[config.mk]
export PLATFORM = sky130hd
export DESIGN_NAME = spl_lockdown_cmds
export DESIGN_NICKNAME = d
export VERILOG_FILES = /design/src/spl_pkg.sv /design/src/spl_prog_timer.sv /design/src/spl_lockdown_cmds.sv
export VERILOG_INCLUDE_DIRS = /design/src
export SDC_FILE = /design/constraint.sdc
export NUM_CORES = 1
export LEC_CHECK = 0
export BUFFER_PORTS_ARGS = -buffer_cell sky130_fd_sc_hd__buf_4
export CAP_MARGIN = 0
export CORE_ASPECT_RATIO = 2
export CORE_MARGIN = 2
export CORE_UTILIZATION = 50
export CTS_BUF_LIST = sky130_fd_sc_hd__clkbuf_16
export DETAILED_ROUTE_END_ITERATION = 7
export GPL_TIMING_DRIVEN = 0
export PLACE_DENSITY = 0.74
export SLEW_MARGIN = 10
export SYNTH_ARGS = -nofsm -noshare
export SYNTH_HDL_FRONTEND = slang
export SYNTH_SLANG_ARGS = --single-unit
[constraint.sdc]
create_clock -name ref_clk -period 2.6 [get_ports ref_clk]
set_input_delay 0.13 -clock ref_clk [delete_from_list [all_inputs] [get_ports ref_clk]]
set_output_delay 0.13 -clock ref_clk [all_outputs]
set_load 0.01 [all_outputs]
[src/spl_regs.svh]
`ifndef SPL_REGS_SVH
`define SPL_REGS_SVH

// =============================================================
// Opcodes
`define SPL_OP_PREFIX1 8'h3d
`define SPL_OP_PREFIX2 8'h2a
`define SPL_OP_PREFIX3 8'h7f
`define SPL_OP_PROG_PMAP 8'hfc
`define SPL_OP_LOCKDOWN 8'h30
`define SPL_OP_READ_PMAP 8'h32
`define SPL_OP_READ_LMAP 8'h35

// =============================================================
// Frame lengths in bytes
`define SPL_PMAP_BYTES 4
`define SPL_LMAP_BYTES 8
`define SPL_DUMMY_BYTES 3
`define SPL_ADDR_BYTES 3

// =============================================================
// Map values and sector 0 field positions
`define SPL_PMAP_ERASED 8'hff
`define SPL_LMAP_CLEAR 8'h00
`define SPL_LOCK_FULL 8'hff
`define SPL_LOCK_0A 8'hc0
`define SPL_LOCK_0B 8'h30
`define SPL_S0A_BIT 7
`define SPL_S0B_BIT 5
`define SPL_SUB0A_LIMIT 18'h00800
`define SPL_SECTOR_LSB 15
`define SPL_UNDEF_BYTE 8'h00

// =============================================================
// Timing
`define SPL_CLK_MHZ 100
`define SPL_PROGRAM_CYCLE_TIME_US 4000
`define SPL_PROGRAM_CYCLES (`SPL_PROGRAM_CYCLE_TIME_US * `SPL_CLK_MHZ)

`endif

[src/spl_pkg.sv]
package spl_pkg;
    // Command decoder states
    typedef enum logic [3:0] {
        SPL_ST_OPCODE,
        SPL_ST_PRE2,
        SPL_ST_PRE3,
        SPL_ST_PRE4,
        SPL_ST_PMAP_DATA,
        SPL_ST_LOCK_ADDR,
        SPL_ST_DUMMY,
        SPL_ST_READ_OUT,
        SPL_ST_IGNORE
    } spl_state_t;

    // Which map a read frame returns
    typedef enum logic {
        SPL_SRC_PMAP,
        SPL_SRC_LMAP
    } spl_src_t;

    typedef logic [7:0] spl_byte_t;
    typedef logic [17:0] spl_addr_t;
endpackage

[src/spl_prog_timer.sv]
`timescale 1ns/1ps
// =============================================================
// Self-timed cycle counter
module spl_prog_timer #(
    parameter int CYCLES = 400000
) (
    input wire logic ref_clk, // System clock
    input wire logic resetn, // Async reset, active low
    input wire logic start, // One-cycle start pulse
    output logic busy // High while the cycle runs
);
    localparam int CW = $clog2(CYCLES + 1);
    logic [CW-1:0] cnt_q; // Cycles remaining

    // Count down; a start while busy is ignored by the caller
    always_ff @(posedge ref_clk or negedge resetn) begin
        if (!resetn) begin
            cnt_q <= '0;
        end else if (start) begin
            cnt_q <= CW'(CYCLES);
        end else if (cnt_q != '0) begin
            cnt_q <= cnt_q - 1'b1;
        end
    end

    assign busy = (cnt_q != '0);
endmodule

[src/spl_lockdown_cmds.sv]
`timescale 1ns/1ps
`include "spl_regs.svh"
module spl_lockdown_cmds #(
    parameter int PROGRAM_CYCLES = `SPL_PROGRAM_CYCLES
) (
    input wire logic ref_clk, // System clock, 100 MHz
    input wire logic resetn, // Async reset, active low
    input wire logic cs_n_i, // Chip select pin, active low
    input wire logic sck_i, // Serial clock pin
    input wire logic si_i, // Serial data in pin
    output logic so_o, // Serial data out
    output logic so_oe, // Serial out enable, high drives
    input wire logic prot_en_i, // Global sector protection enable
    input wire logic chk_valid_i, // Program/erase check request
    input wire spl_pkg::spl_addr_t chk_addr_i, // Address to check
    output logic chk_done_o, // Check answer strobe
    output logic chk_refuse_o, // Operation must be refused
    output logic chk_locked_o, // Target is locked down
    output logic busy_o, // Self-timed cycle running
    output logic buf_clobber_o, // SRAM buffer overwritten pulse
    output logic [31:0] pmap_o, // Protection map, byte 0 low
    output logic [63:0] lmap_o // Lockdown map, byte 0 low
);
    import spl_pkg::*;

    // =========================================================
    // Pin synchronisers
    logic [1:0] cs_sync_q, sck_sync_q, si_sync_q; // Two-flop chains
    logic cs_last_q, sck_last_q; // Edge detect history
    logic cs_act, sck_rise, sck_fall, cs_rise, si_s;

    // Pins come from the host's domain; two flops before use
    always_ff @(posedge ref_clk or negedge resetn) begin
        if (!resetn) begin
            cs_sync_q <= 2'h3;
            sck_sync_q <= 2'h0;
            si_sync_q <= 2'h0;
            cs_last_q <= 1'b1;
            sck_last_q <= 1'b0;
        end else begin
            cs_sync_q <= {cs_sync_q[0], cs_n_i};
            sck_sync_q <= {sck_sync_q[0], sck_i};
            si_sync_q <= {si_sync_q[0], si_i};
            cs_last_q <= cs_sync_q[1];
            sck_last_q <= sck_sync_q[1];
        end
    end

    assign cs_act = ~cs_sync_q[1];
    assign si_s = si_sync_q[1];
    assign cs_rise = cs_sync_q[1] & ~cs_last_q;
    // Edges only count inside a frame; SCK idles either level
    assign sck_rise = cs_act & sck_sync_q[1] & ~sck_last_q;
    assign sck_fall = cs_act & ~sck_sync_q[1] & sck_last_q;

    // =========================================================
    // Byte assembly on SCK rising edges
    logic [2:0] bit_cnt_q; // Bits of the current byte
    logic [6:0] shift_q; // Partial byte, MSB first
    logic byte_done;
    spl_byte_t byte_v;

    assign byte_done = sck_rise & (bit_cnt_q == 3'h7);
    assign byte_v = {shift_q, si_s};

    // Bit counter restarts with every frame
    always_ff @(posedge ref_clk or negedge resetn) begin
        if (!resetn) begin
            bit_cnt_q <= 3'h0;
            shift_q <= 7'h00;
        end else if (!cs_act) begin
            bit_cnt_q <= 3'h0;
        end else if (sck_rise) begin
            bit_cnt_q <= bit_cnt_q + 3'h1;
            shift_q <= {shift_q[5:0], si_s};
        end
    end

    // =========================================================
    // Command decoder
    spl_state_t state_q; // Current frame phase
    spl_src_t src_q; // Map chosen for read frames
    logic [1:0] cnt_q; // Dummy/address/map byte pointer
    logic busy;

    // Opcode bytes are matched one at a time; a miss idles out
    always_ff @(posedge ref_clk or negedge resetn) begin
        if (!resetn) begin
            state_q <= SPL_ST_OPCODE;
            src_q <= SPL_SRC_PMAP;
            cnt_q <= 2'h0;
        end else if (!cs_act) begin
            state_q <= SPL_ST_OPCODE;
            cnt_q <= 2'h0;
        end else if (byte_done) begin
            case (state_q)
                SPL_ST_OPCODE: begin
                    if (busy) begin
                        // No new command while a cycle runs
                        state_q <= SPL_ST_IGNORE;
                    end else if (byte_v == `SPL_OP_PREFIX1) begin
                        state_q <= SPL_ST_PRE2;
                    end else if (byte_v == `SPL_OP_READ_PMAP) begin
                        state_q <= SPL_ST_DUMMY;
                        src_q <= SPL_SRC_PMAP;
                    end else if (byte_v == `SPL_OP_READ_LMAP) begin
                        state_q <= SPL_ST_DUMMY;
                        src_q <= SPL_SRC_LMAP;
                    end else begin
                        state_q <= SPL_ST_IGNORE;
                    end
                end
                SPL_ST_PRE2: begin
                    state_q <= (byte_v == `SPL_OP_PREFIX2) ?
                        SPL_ST_PRE3 : SPL_ST_IGNORE;
                end
                SPL_ST_PRE3: begin
                    state_q <= (byte_v == `SPL_OP_PREFIX3) ?
                        SPL_ST_PRE4 : SPL_ST_IGNORE;
                end
                SPL_ST_PRE4: begin
                    cnt_q <= 2'h0;
                    if (byte_v == `SPL_OP_PROG_PMAP) begin
                        state_q <= SPL_ST_PMAP_DATA;
                    end else if (byte_v == `SPL_OP_LOCKDOWN) begin
                        state_q <= SPL_ST_LOCK_ADDR;
                    end else begin
                        state_q <= SPL_ST_IGNORE;
                    end
                end
                SPL_ST_PMAP_DATA: begin
                    // Two-bit pointer wraps after byte 3
                    cnt_q <= cnt_q + 2'h1;
                end
                SPL_ST_LOCK_ADDR: begin
                    if (cnt_q != 2'(`SPL_ADDR_BYTES)) begin
                        cnt_q <= cnt_q + 2'h1;
                    end
                end
                SPL_ST_DUMMY: begin
                    if (cnt_q == 2'(`SPL_DUMMY_BYTES - 1)) begin
                        state_q <= SPL_ST_READ_OUT;
                    end else begin
                        cnt_q <= cnt_q + 2'h1;
                    end
                end
                default: begin
                    state_q <= state_q;
                end
            endcase
        end
    end

    // =========================================================
    // Program map staging, held in the SRAM buffer's place
    spl_byte_t stage_q [`SPL_PMAP_BYTES]; // Received map bytes
    logic [`SPL_PMAP_BYTES-1:0] got_q; // Bytes received this frame
    spl_addr_t addr_q; // Lockdown address shift
    logic pmap_live;

    assign pmap_live = (state_q == SPL_ST_PMAP_DATA);

    // Later bytes overwrite earlier ones at the wrapped slot
    always_ff @(posedge ref_clk or negedge resetn) begin
        if (!resetn) begin
            got_q <= '0;
            for (int i = 0; i < `SPL_PMAP_BYTES; i++) begin
                stage_q[i] <= `SPL_PMAP_ERASED;
            end
        end else if (!cs_act) begin
            got_q <= '0;
        end else if (byte_done && pmap_live) begin
            stage_q[cnt_q] <= byte_v;
            got_q[cnt_q] <= 1'b1;
        end
    end

    // Address bytes arrive MSB first; extras are not shifted
    always_ff @(posedge ref_clk or negedge resetn) begin
        if (!resetn) begin
            addr_q <= '0;
        end else if (byte_done && state_q == SPL_ST_LOCK_ADDR &&
                     cnt_q != 2'(`SPL_ADDR_BYTES)) begin
            addr_q <= {addr_q[9:0], byte_v};
        end
    end

    // =========================================================
    // Commit at chip select rise and timed cycle
    logic prog_go, lock_go, cycle_go;
    spl_byte_t pmap_q [`SPL_PMAP_BYTES]; // Protection map
    spl_byte_t lmap_q [`SPL_LMAP_BYTES]; // Lockdown map
    logic [2:0] lock_sec;

    // Only a whole-byte frame commits; a frame with a cut byte is dropped
    assign prog_go = cs_rise & pmap_live & (bit_cnt_q == 3'h0)
        & (got_q != '0);
    assign lock_go = cs_rise & (state_q == SPL_ST_LOCK_ADDR) &
        (cnt_q == 2'(`SPL_ADDR_BYTES)) & (bit_cnt_q == 3'h0);
    assign cycle_go = prog_go | lock_go;
    assign lock_sec = addr_q[`SPL_SECTOR_LSB +: 3];

    spl_prog_timer #(
        .CYCLES(PROGRAM_CYCLES)
    ) u_timer (
        .ref_clk(ref_clk),
        .resetn(resetn),
        .start(cycle_go),
        .busy(busy)
    );

    // Programming can only clear bits, so an unerased map
    // keeps its cleared bits; prot_en_i plays no part here
    always_ff @(posedge ref_clk or negedge resetn) begin
        if (!resetn) begin
            for (int i = 0; i < `SPL_PMAP_BYTES; i++) begin
                pmap_q[i] <= `SPL_PMAP_ERASED;
            end
        end else if (prog_go) begin
            for (int i = 0; i < `SPL_PMAP_BYTES; i++) begin
                if (got_q[i]) begin
                    pmap_q[i] <= pmap_q[i] & stage_q[i];
                end
            end
        end
    end

    // Lock bits only ever set: nothing here clears them
    always_ff @(posedge ref_clk or negedge resetn) begin
        if (!resetn) begin
            for (int i = 0; i < `SPL_LMAP_BYTES; i++) begin
                lmap_q[i] <= `SPL_LMAP_CLEAR;
            end
        end else if (lock_go) begin
            if (lock_sec != 3'h0) begin
                lmap_q[lock_sec] <= `SPL_LOCK_FULL;
            end else if (addr_q < `SPL_SUB0A_LIMIT) begin
                lmap_q[0] <= lmap_q[0] | `SPL_LOCK_0A;
            end else begin
                lmap_q[0] <= lmap_q[0] | `SPL_LOCK_0B;
            end
        end
    end

    // Buffer is working storage for map programming
    always_ff @(posedge ref_clk or negedge resetn) begin
        if (!resetn) begin
            buf_clobber_o <= 1'b0;
        end else begin
            buf_clobber_o <= prog_go;
        end
    end

    assign busy_o = busy;

    // =========================================================
    // Map read shifter, changes on SCK falling edges
    logic [2:0] obit_q; // Bit of the byte being sent
    logic [3:0] obyte_q; // Index of the byte being sent
    logic so_q, so_oe_q;
    spl_byte_t cur_byte;

    // Past the last byte the output is a fixed filler
    always_comb begin
        cur_byte = `SPL_UNDEF_BYTE;
        if (src_q == SPL_SRC_PMAP) begin
            if (obyte_q < 4'(`SPL_PMAP_BYTES)) begin
                cur_byte = pmap_q[obyte_q[1:0]];
            end
        end else if (obyte_q < 4'(`SPL_LMAP_BYTES)) begin
            cur_byte = lmap_q[obyte_q[2:0]];
        end
    end

    // First bit leaves on the falling edge after the last dummy
    always_ff @(posedge ref_clk or negedge resetn) begin
        if (!resetn) begin
            obit_q <= 3'h0;
            obyte_q <= 4'h0;
            so_q <= 1'b0;
            so_oe_q <= 1'b0;
        end else if (!cs_act) begin
            obit_q <= 3'h0;
            obyte_q <= 4'h0;
            so_oe_q <= 1'b0;
        end else if (sck_fall && state_q == SPL_ST_READ_OUT) begin
            so_q <= cur_byte[3'h7 - obit_q];
            so_oe_q <= 1'b1;
            obit_q <= obit_q + 3'h1;
            if (obit_q == 3'h7 && obyte_q != 4'hf) begin
                obyte_q <= obyte_q + 4'h1;
            end
        end
    end

    assign so_o = so_q;
    assign so_oe = so_oe_q;

    // =========================================================
    // Program/erase permission check
    function automatic logic sec_flag(spl_byte_t b, spl_addr_t a);
        logic r;
        r = b[`SPL_S0A_BIT];
        if (a[`SPL_SECTOR_LSB +: 3] == 3'h0) begin
            r = (a < `SPL_SUB0A_LIMIT) ? b[`SPL_S0A_BIT] :
                b[`SPL_S0B_BIT];
        end
        return r;
    endfunction

    logic [2:0] chk_sec;
    logic chk_lock, chk_prot;
    assign chk_sec = chk_addr_i[`SPL_SECTOR_LSB +: 3];
    assign chk_lock = sec_flag(lmap_q[chk_sec], chk_addr_i);
    // Sectors 4..7 have no protection byte in this map
    assign chk_prot = (chk_sec < 3'(`SPL_PMAP_BYTES)) &&
        sec_flag(pmap_q[chk_sec[1:0]], chk_addr_i);

    // Answer one cycle after the request
    always_ff @(posedge ref_clk or negedge resetn) begin
        if (!resetn) begin
            chk_done_o <= 1'b0;
            chk_refuse_o <= 1'b0;
            chk_locked_o <= 1'b0;
        end else begin
            chk_done_o <= chk_valid_i;
            if (chk_valid_i) begin
                chk_locked_o <= chk_lock;
                // Lock wins regardless of map or enable
                chk_refuse_o <= chk_lock |
                    (prot_en_i & chk_prot);
            end
        end
    end

    // =========================================================
    // Map views
    genvar g;
    generate
        for (g = 0; g < `SPL_LMAP_BYTES; g++) begin : g_map
            assign lmap_o[g*8 +: 8] = lmap_q[g];
            if (g < `SPL_PMAP_BYTES) begin : g_p
                assign pmap_o[g*8 +: 8] = pmap_q[g];
            end
        end
    endgenerate
endmodule

# Word level (Yosys, flattened, before mapping)
# Cells that the tools add are included.
[word_totals]
rom_bits = 0
output_inout_bits = 103
mem_count = 0
ff_bits = 207
inputBits = 25
word_cells = 219
latchBits = 0
ramBits = 0
[op_classes]
mul = 0
n_div = 0
bitwise_logic = 33
shift = 0
n_eq_ne = 24
muxes = 62
n_reduce_logical = 39
magnitude_cmp = 16
add_sub_neg = 6
[op_table]
columns = ["op", "n"]
rows = [
  ["$mux 8", 15],
  ["$mux 4", 16],
  ["$or 64x64->64", 1],
  ["$bmux 8 s3", 2],
  ["$eq 8x6->1 const B", 5],
  ["$mux 19", 2],
  ["$lt 18x12->1 const B", 2],
  ["$and 8x8->8", 4],
  ["$bmux 8 s2", 2],
  ["$bwmux 32", 1],
  ["$demux 8 s3", 1],
  ["$reduce_and 2->1", 11],
  ["$pmux 4 s5", 1],
  ["$reduce_bool 19->1", 1],
  ["$sub 19x1->19 const B", 1],
  ["$demux 8 s2", 1],
  ["$eq 4x3->1 const B", 4],
  ["$reduce_bool 2->1", 8],
  ["$and 1x1->1", 13],
  ["$ge 4x4->1 const B", 3],
  ["$mux 3", 4],
  ["$not 3->4", 3],
  ["$mux 1", 10],
  ["$ge 3x3->1 const B", 3],
  ["other kinds (39)", 66],
]

# Logic depth before layout (Yosys ltp)
[depth]
word_depth = 9
mapped_depth = 10
depth_no_buf = 8

# By module
# From an unflattened synthesis, not the netlist that was laid out.
[unflattened]
cells_unflattened = 720
hier_area_um2 = 9240.1
[by_module_without_submodules]
columns = ["module", "seq_area_each_um2", "cells_each", "area_per_inst_um2", "instances"]
rows = [
  ["spl_lockdown_cmds", 4738.3, 597, 8080.2, 1],
  ["spl_prog_timer", 475.5, 123, 1159.9, 1],
]

# Worst setup path after synthesis
# No wires, ideal clock.
[synth_path]
path_kind = "register -> register"
startpoint = "register u_timer.cnt_q[14]"
endpoint = "register state_q[3]"
arrival_time_ns = 2.537
setup_slack_ns = -0.059
n_path_buf = 0
period_less_slack_ns = 2.659
setup_time_ns = 0.122
stages_incl_launch_ff = 6
required_time_ns = 2.478
path_cell_list = "dfrtp_1 > or4_4 > or4_4 > or4b_1 > or4_1 > a32o_1"
[synth_via]
elab_chain_cells = 5
[synth_rtl]
columns = ["item", "line_no", "text"]
rows = [
  ["start, declared", "spl_prog_timer.sv:13", "logic [CW-1:0] cnt_q;"],
  ["start signal, assigned", "spl_prog_timer.sv:20", "cnt_q <= CW'(CYCLES);"],
  ["start signal, assigned", "spl_prog_timer.sv:22", "cnt_q <= cnt_q - 1'b1;"],
  ["$reduce_bool 19->1", "spl_prog_timer.sv:26", "assign busy = (cnt_q != '0);"],
  ["$mux 4", "spl_lockdown_cmds.sv:98", "if (busy) begin"],
  ["$pmux 4 s5", "spl_lockdown_cmds.sv:96", "case (state_q)"],
  ["$mux 4", "spl_lockdown_cmds.sv:95", "end else if (byte_done) begin"],
  ["$mux 4", "spl_lockdown_cmds.sv:92", "end else if (!cs_act) begin"],
  ["end signal, assigned", "spl_lockdown_cmds.sv:114", "state_q <= (byte_v == `SPL_OP_PREFIX2) ?"],
  ["end signal, assigned", "spl_lockdown_cmds.sv:118", "state_q <= (byte_v == `SPL_OP_PREFIX3) ?"],
  ["end signal, assigned", "spl_lockdown_cmds.sv:148", "state_q <= state_q;"],
  ["end, declared", "spl_lockdown_cmds.sv:81", "spl_state_t state_q;"],
]
# No other way between the ends. The select of a mux whose other input is x is not followed.
# A chain may end at the register's enable or synchronous reset.

# Worst setup path in the final report
# Ends and elaborated chain as after synthesis.

==> impl_metrics.tcl <==
set metrics [dict create \
    cts-buffers-inserted 19 \
    drt_first_iter_violations 293 \
    worst_ir_drop_vdd_mv 0.4935 \
    synth_area_mm2 0.009031 \
    grt_first_pass_wirelength_um 35930 \
    port-buffer-count 115 \
    dieWidth_um 99.03 \
    max_slew_margin_pct 30.13 \
    maxClockFrequency_mhz 372.3 \
    clockRootBuffer "clkbuf_16" \
    hold_path_depth 4 \
    first_global_vias 6665 \
    holdWs_ps 18.04 \
    synthDominantCellAreaShare_pct 38.24 \
    tns_ps -489.9 \
    syn-num-nets 764 \
    crit_path_setup_slack_layout_ps -86.00 \
    dp.final_hpwl_um 16230 \
    final_cell_count_without_fillers 1116 \
    reg2reg_slack_ps -90 \
    routed_wire_length_per_instance_um 20.49 \
    die-height_um 194.1 \
    grt_max_degree 117 \
    post_synth_xor_area_fraction_pct 1.746 \
    finClkSkew_ps 18.40 \
    worst_setup_path_end_kind "flop" \
    synth-adder-area-share_pct 1.524 \
    critPathKind "flop to flop" \
    ys_warn_count 0 \
    synthesis.area_per_instance_um2 12.41 \
    post_route_cells_drive_above_1_share_pct 42.52 \
    leakage_component_of_the_power_nw 5.371 \
    timing.final.crit_period_ps 2686 \
    synth_simple_gate_area_share_pct 15.85 \
    insertion_delay_ps 490 \
    worst_ep_required_time_ps 2970 \
    antenna-diode-count 0 \
    min_period_over_period_pct 103.3 \
    synth_sequential_area_ratio_pct 57.73 \
    wp_data_arrival_ps 3060 \
    cts.clk_slew.worst_paths_ps 70 \
    floorplan.initialDensity_pct 51.03 \
    total_wire_length_after_detailed_routing_um 22860 \
    yosys_register_bits 205 \
    pin_count 128 \
    final_hold_fails 0 \
    timing_worst_slew_pin_value_ps 1040 \
    critPathLaunchType "flop" \
    yosys-top-cells-area "dfrtp_1, dfstp_2, mux2_2" \
    cts_max_path_buffers 3 \
    gp_weighted_congestion 0.9809 \
    postLayoutCellArea_mm2 0.01120 \
    number_of_enable_flip_flop_cells_after_synthesis 0 \
    setup_repair_after_global_routing_missed_its_margin "true" \
    global_route.overflow_total 0 \
    detailedRoute.firstPassIterationCount 4 \
    num_vias 6379 \
    dpl_cell_area_mm2 0.01021 \
    worst-r2r-cell-count 5 \
    antenna_left 0 \
    muxShareOfSynthArea_pct 14.51 \
    worst_hold_path_type "input pin to flop" \
    post-route-drc-count 0 \
    h_tree_level_count 1 \
    tritoncts "built" \
    synth_compound_gate_area_share_pct 6.567 \
    critical_path_peak_fanout 4 \
    maxCapViolations 0 \
    core_region_area_mm2 0.01770 \
    synth-async-reset-ratio_pct 100.0 \
    synth_cell_types 51 \
    grt_antenna_before_repair 0 \
    die_area_mm2 0.01922 \
    maxSlewViolCount 0 \
    p_per_area_mw_per_mm2 560.8 \
    avgViaCountPerCell 5.716 \
    synth_top_family_by_area "simple AND/OR/NAND/NOR gates" \
    placedCellCount 1058 \
    grt_util_all_layers_pct 23.71 \
    nNetsFinal 927 \
    flow.area_growth_from_synthesis_pct 24.00 \
    cells_after_synth 728 \
    synth_flop_cell "dfrtp_1" \
    clock_sink_count 205 \
    violations "negative setup slack" \
    finalSetupViolations 14 \
    run_status "finished, violations left" \
    synthDominantAreaCellType "dfrtp_1" \
    row_count 69 \
]
[flip-flops by register name (all words and copies together), names as in the netlist, 2 cells and up]
signal         flops
shift_q            7
cnt_q              2
obit_q             3
sck_sync_q         2
obyte_q            4
addr_q            16
bit_cnt_q          3
got_q              4
lmap_o            64
cs_sync_q          2
stage_q           32
u_timer.cnt_q     19
pmap_o            32
state_q            4
si_sync_q          2
[cell usage in the layout, fill, tap and decap left out, types with 11 or more instances in the layout]
master | synthesis | final
xor2_1 | 14 | 14
buf_4 | 0 | 132
clkbuf_16 | 0 | 19
mux4_2 | 17 | 17
dfrtp_1 | 138 | 138
nor2_1 | 45 | 43
mux2i_1 | 15 | 15
o21ai_0 | 16 | 16
o21a_1 | 33 | 33
nand3_1 | 14 | 11
nand2_1 | 44 | 41
clkbuf_1 | 28 | 24
mux2_2 | 69 | 68
inv_1 | 12 | 17
dfstp_2 | 67 | 67
or2_2 | 33 | 33
ha_1 | 11 | 11
nand2b_1 | 36 | 36
[metrics by stage]
step | utilization, % | setup slack [ps] | power, mW
floorplan | - | -58.77 | 3.524
global placement | 57.41 | -738.8 | 3.712
detailed placement | 57.69 | -798.2 | 3.729
CTS | 62.57 | -97.36 | 6.341
global route | 63.27 | -141.8 | 6.506
finish | 63.27 | -86.00 | 6.280
[timing repair]
action	CTS	global route
hold endpoints to repair	90	0
buffers inserted	11	7
resized for setup	32	22
pin swaps	12	10
gates cloned	1	0
hold buffers	7	0
setup endpoints to repair	145	44
[area by class of cell]
| cell class | count | area [um2] |
|---|---|---|
| tap | 213 | 266.5 |
| multi-input combinational | 474 | 3772 |
| buffer | 36 | 181.4 |
| timing repair buffer | 143 | 1154 |
| sequential | 205 | 5214 |
| fill | 1385 | 6500 |
| inverter | 12 | 45.04 |
| clock buffer | 19 | 475.5 |
| clock inverter | 14 | 90.09 |
[synth_stat cells, types with 2 or more instances]
cell         n
o31ai_1      3
a31oi_1      6
nand4b_1     3
nor2b_1      9
buf_1        6
mux2i_1     15
nor3_1      12
or2_2       33
or4_4        2
nand2b_1    36
dfstp_2     67
o21a_1      33
nor2_1      45
clkbuf_1    28
o22ai_1      5
xnor2_1      4
or3_1        9
nand4_1      5
or4_1        8
xor2_1      14
dfrtp_1    138
nor4_1       9
o21ai_0     16
and3_1       3
buf_2        3
a2111oi_0    3
a21oi_1     10
mux4_2      17
a22oi_1      2
inv_1       12
nand3b_1     7
ha_1        11
a211oi_1     3
nand3_1     14
o41ai_1      2
nor3b_1      6
mux2_2      69
nand2_1     44
nor4b_1      4
[routing by layer]
layer  vias up  share of wire, %  global-route usage [%]  routed length [um]
li1       2899                 -                       -                   -
met1      3227                35                   25.38                8019
met2       192                56                   44.39               12860
met3        61               3.7                   2.668                 838
met4         0               5.0                   12.48                1141
met5         -                 0                       0                   0
[logic make-up (layout without fill, tap and decap cells)]
group,Yosys count,after routing
AND/OR/NAND/NOR,256,256
buffers and inverters,49,224
AO/OA/AOI/OAI,88,88
flip-flops,205,205
XOR/XNOR,18,18
multiplexers,101,101
adder cells (fa/ha/maj),11,11
[worst max-delay path: stages (launching register included)]
cell     delay (ps)
dfrtp_1         380
or4_4           540
or4_4           450
or4b_4          520
or4_4           420
a32o_1          260
[worst paths after layout]
check / startpoint / end
setup reg to reg: u_timer.cnt_q[14] / state_q[3]
max in group asynchronous: resetn / stage_q[16]
hold reg to reg: si_sync_q[0] / si_sync_q[1]
setup / recovery: u_timer.cnt_q[14] / state_q[3]
hold / removal: chk_addr_i[16] / chk_refuse_o
min in group asynchronous: resetn / lmap_o[18]
[where the power goes]
part | total, mW | switching (mW) | internal, mW
clock | 2.59 | 1.16 | 1.43
sequential | 3.32 | 0.0661 | 3.25
combinational | 0.370 | 0.253 | 0.117
total | 6.28 | 1.48 | 4.80
(Power assumes the default switching activity.)
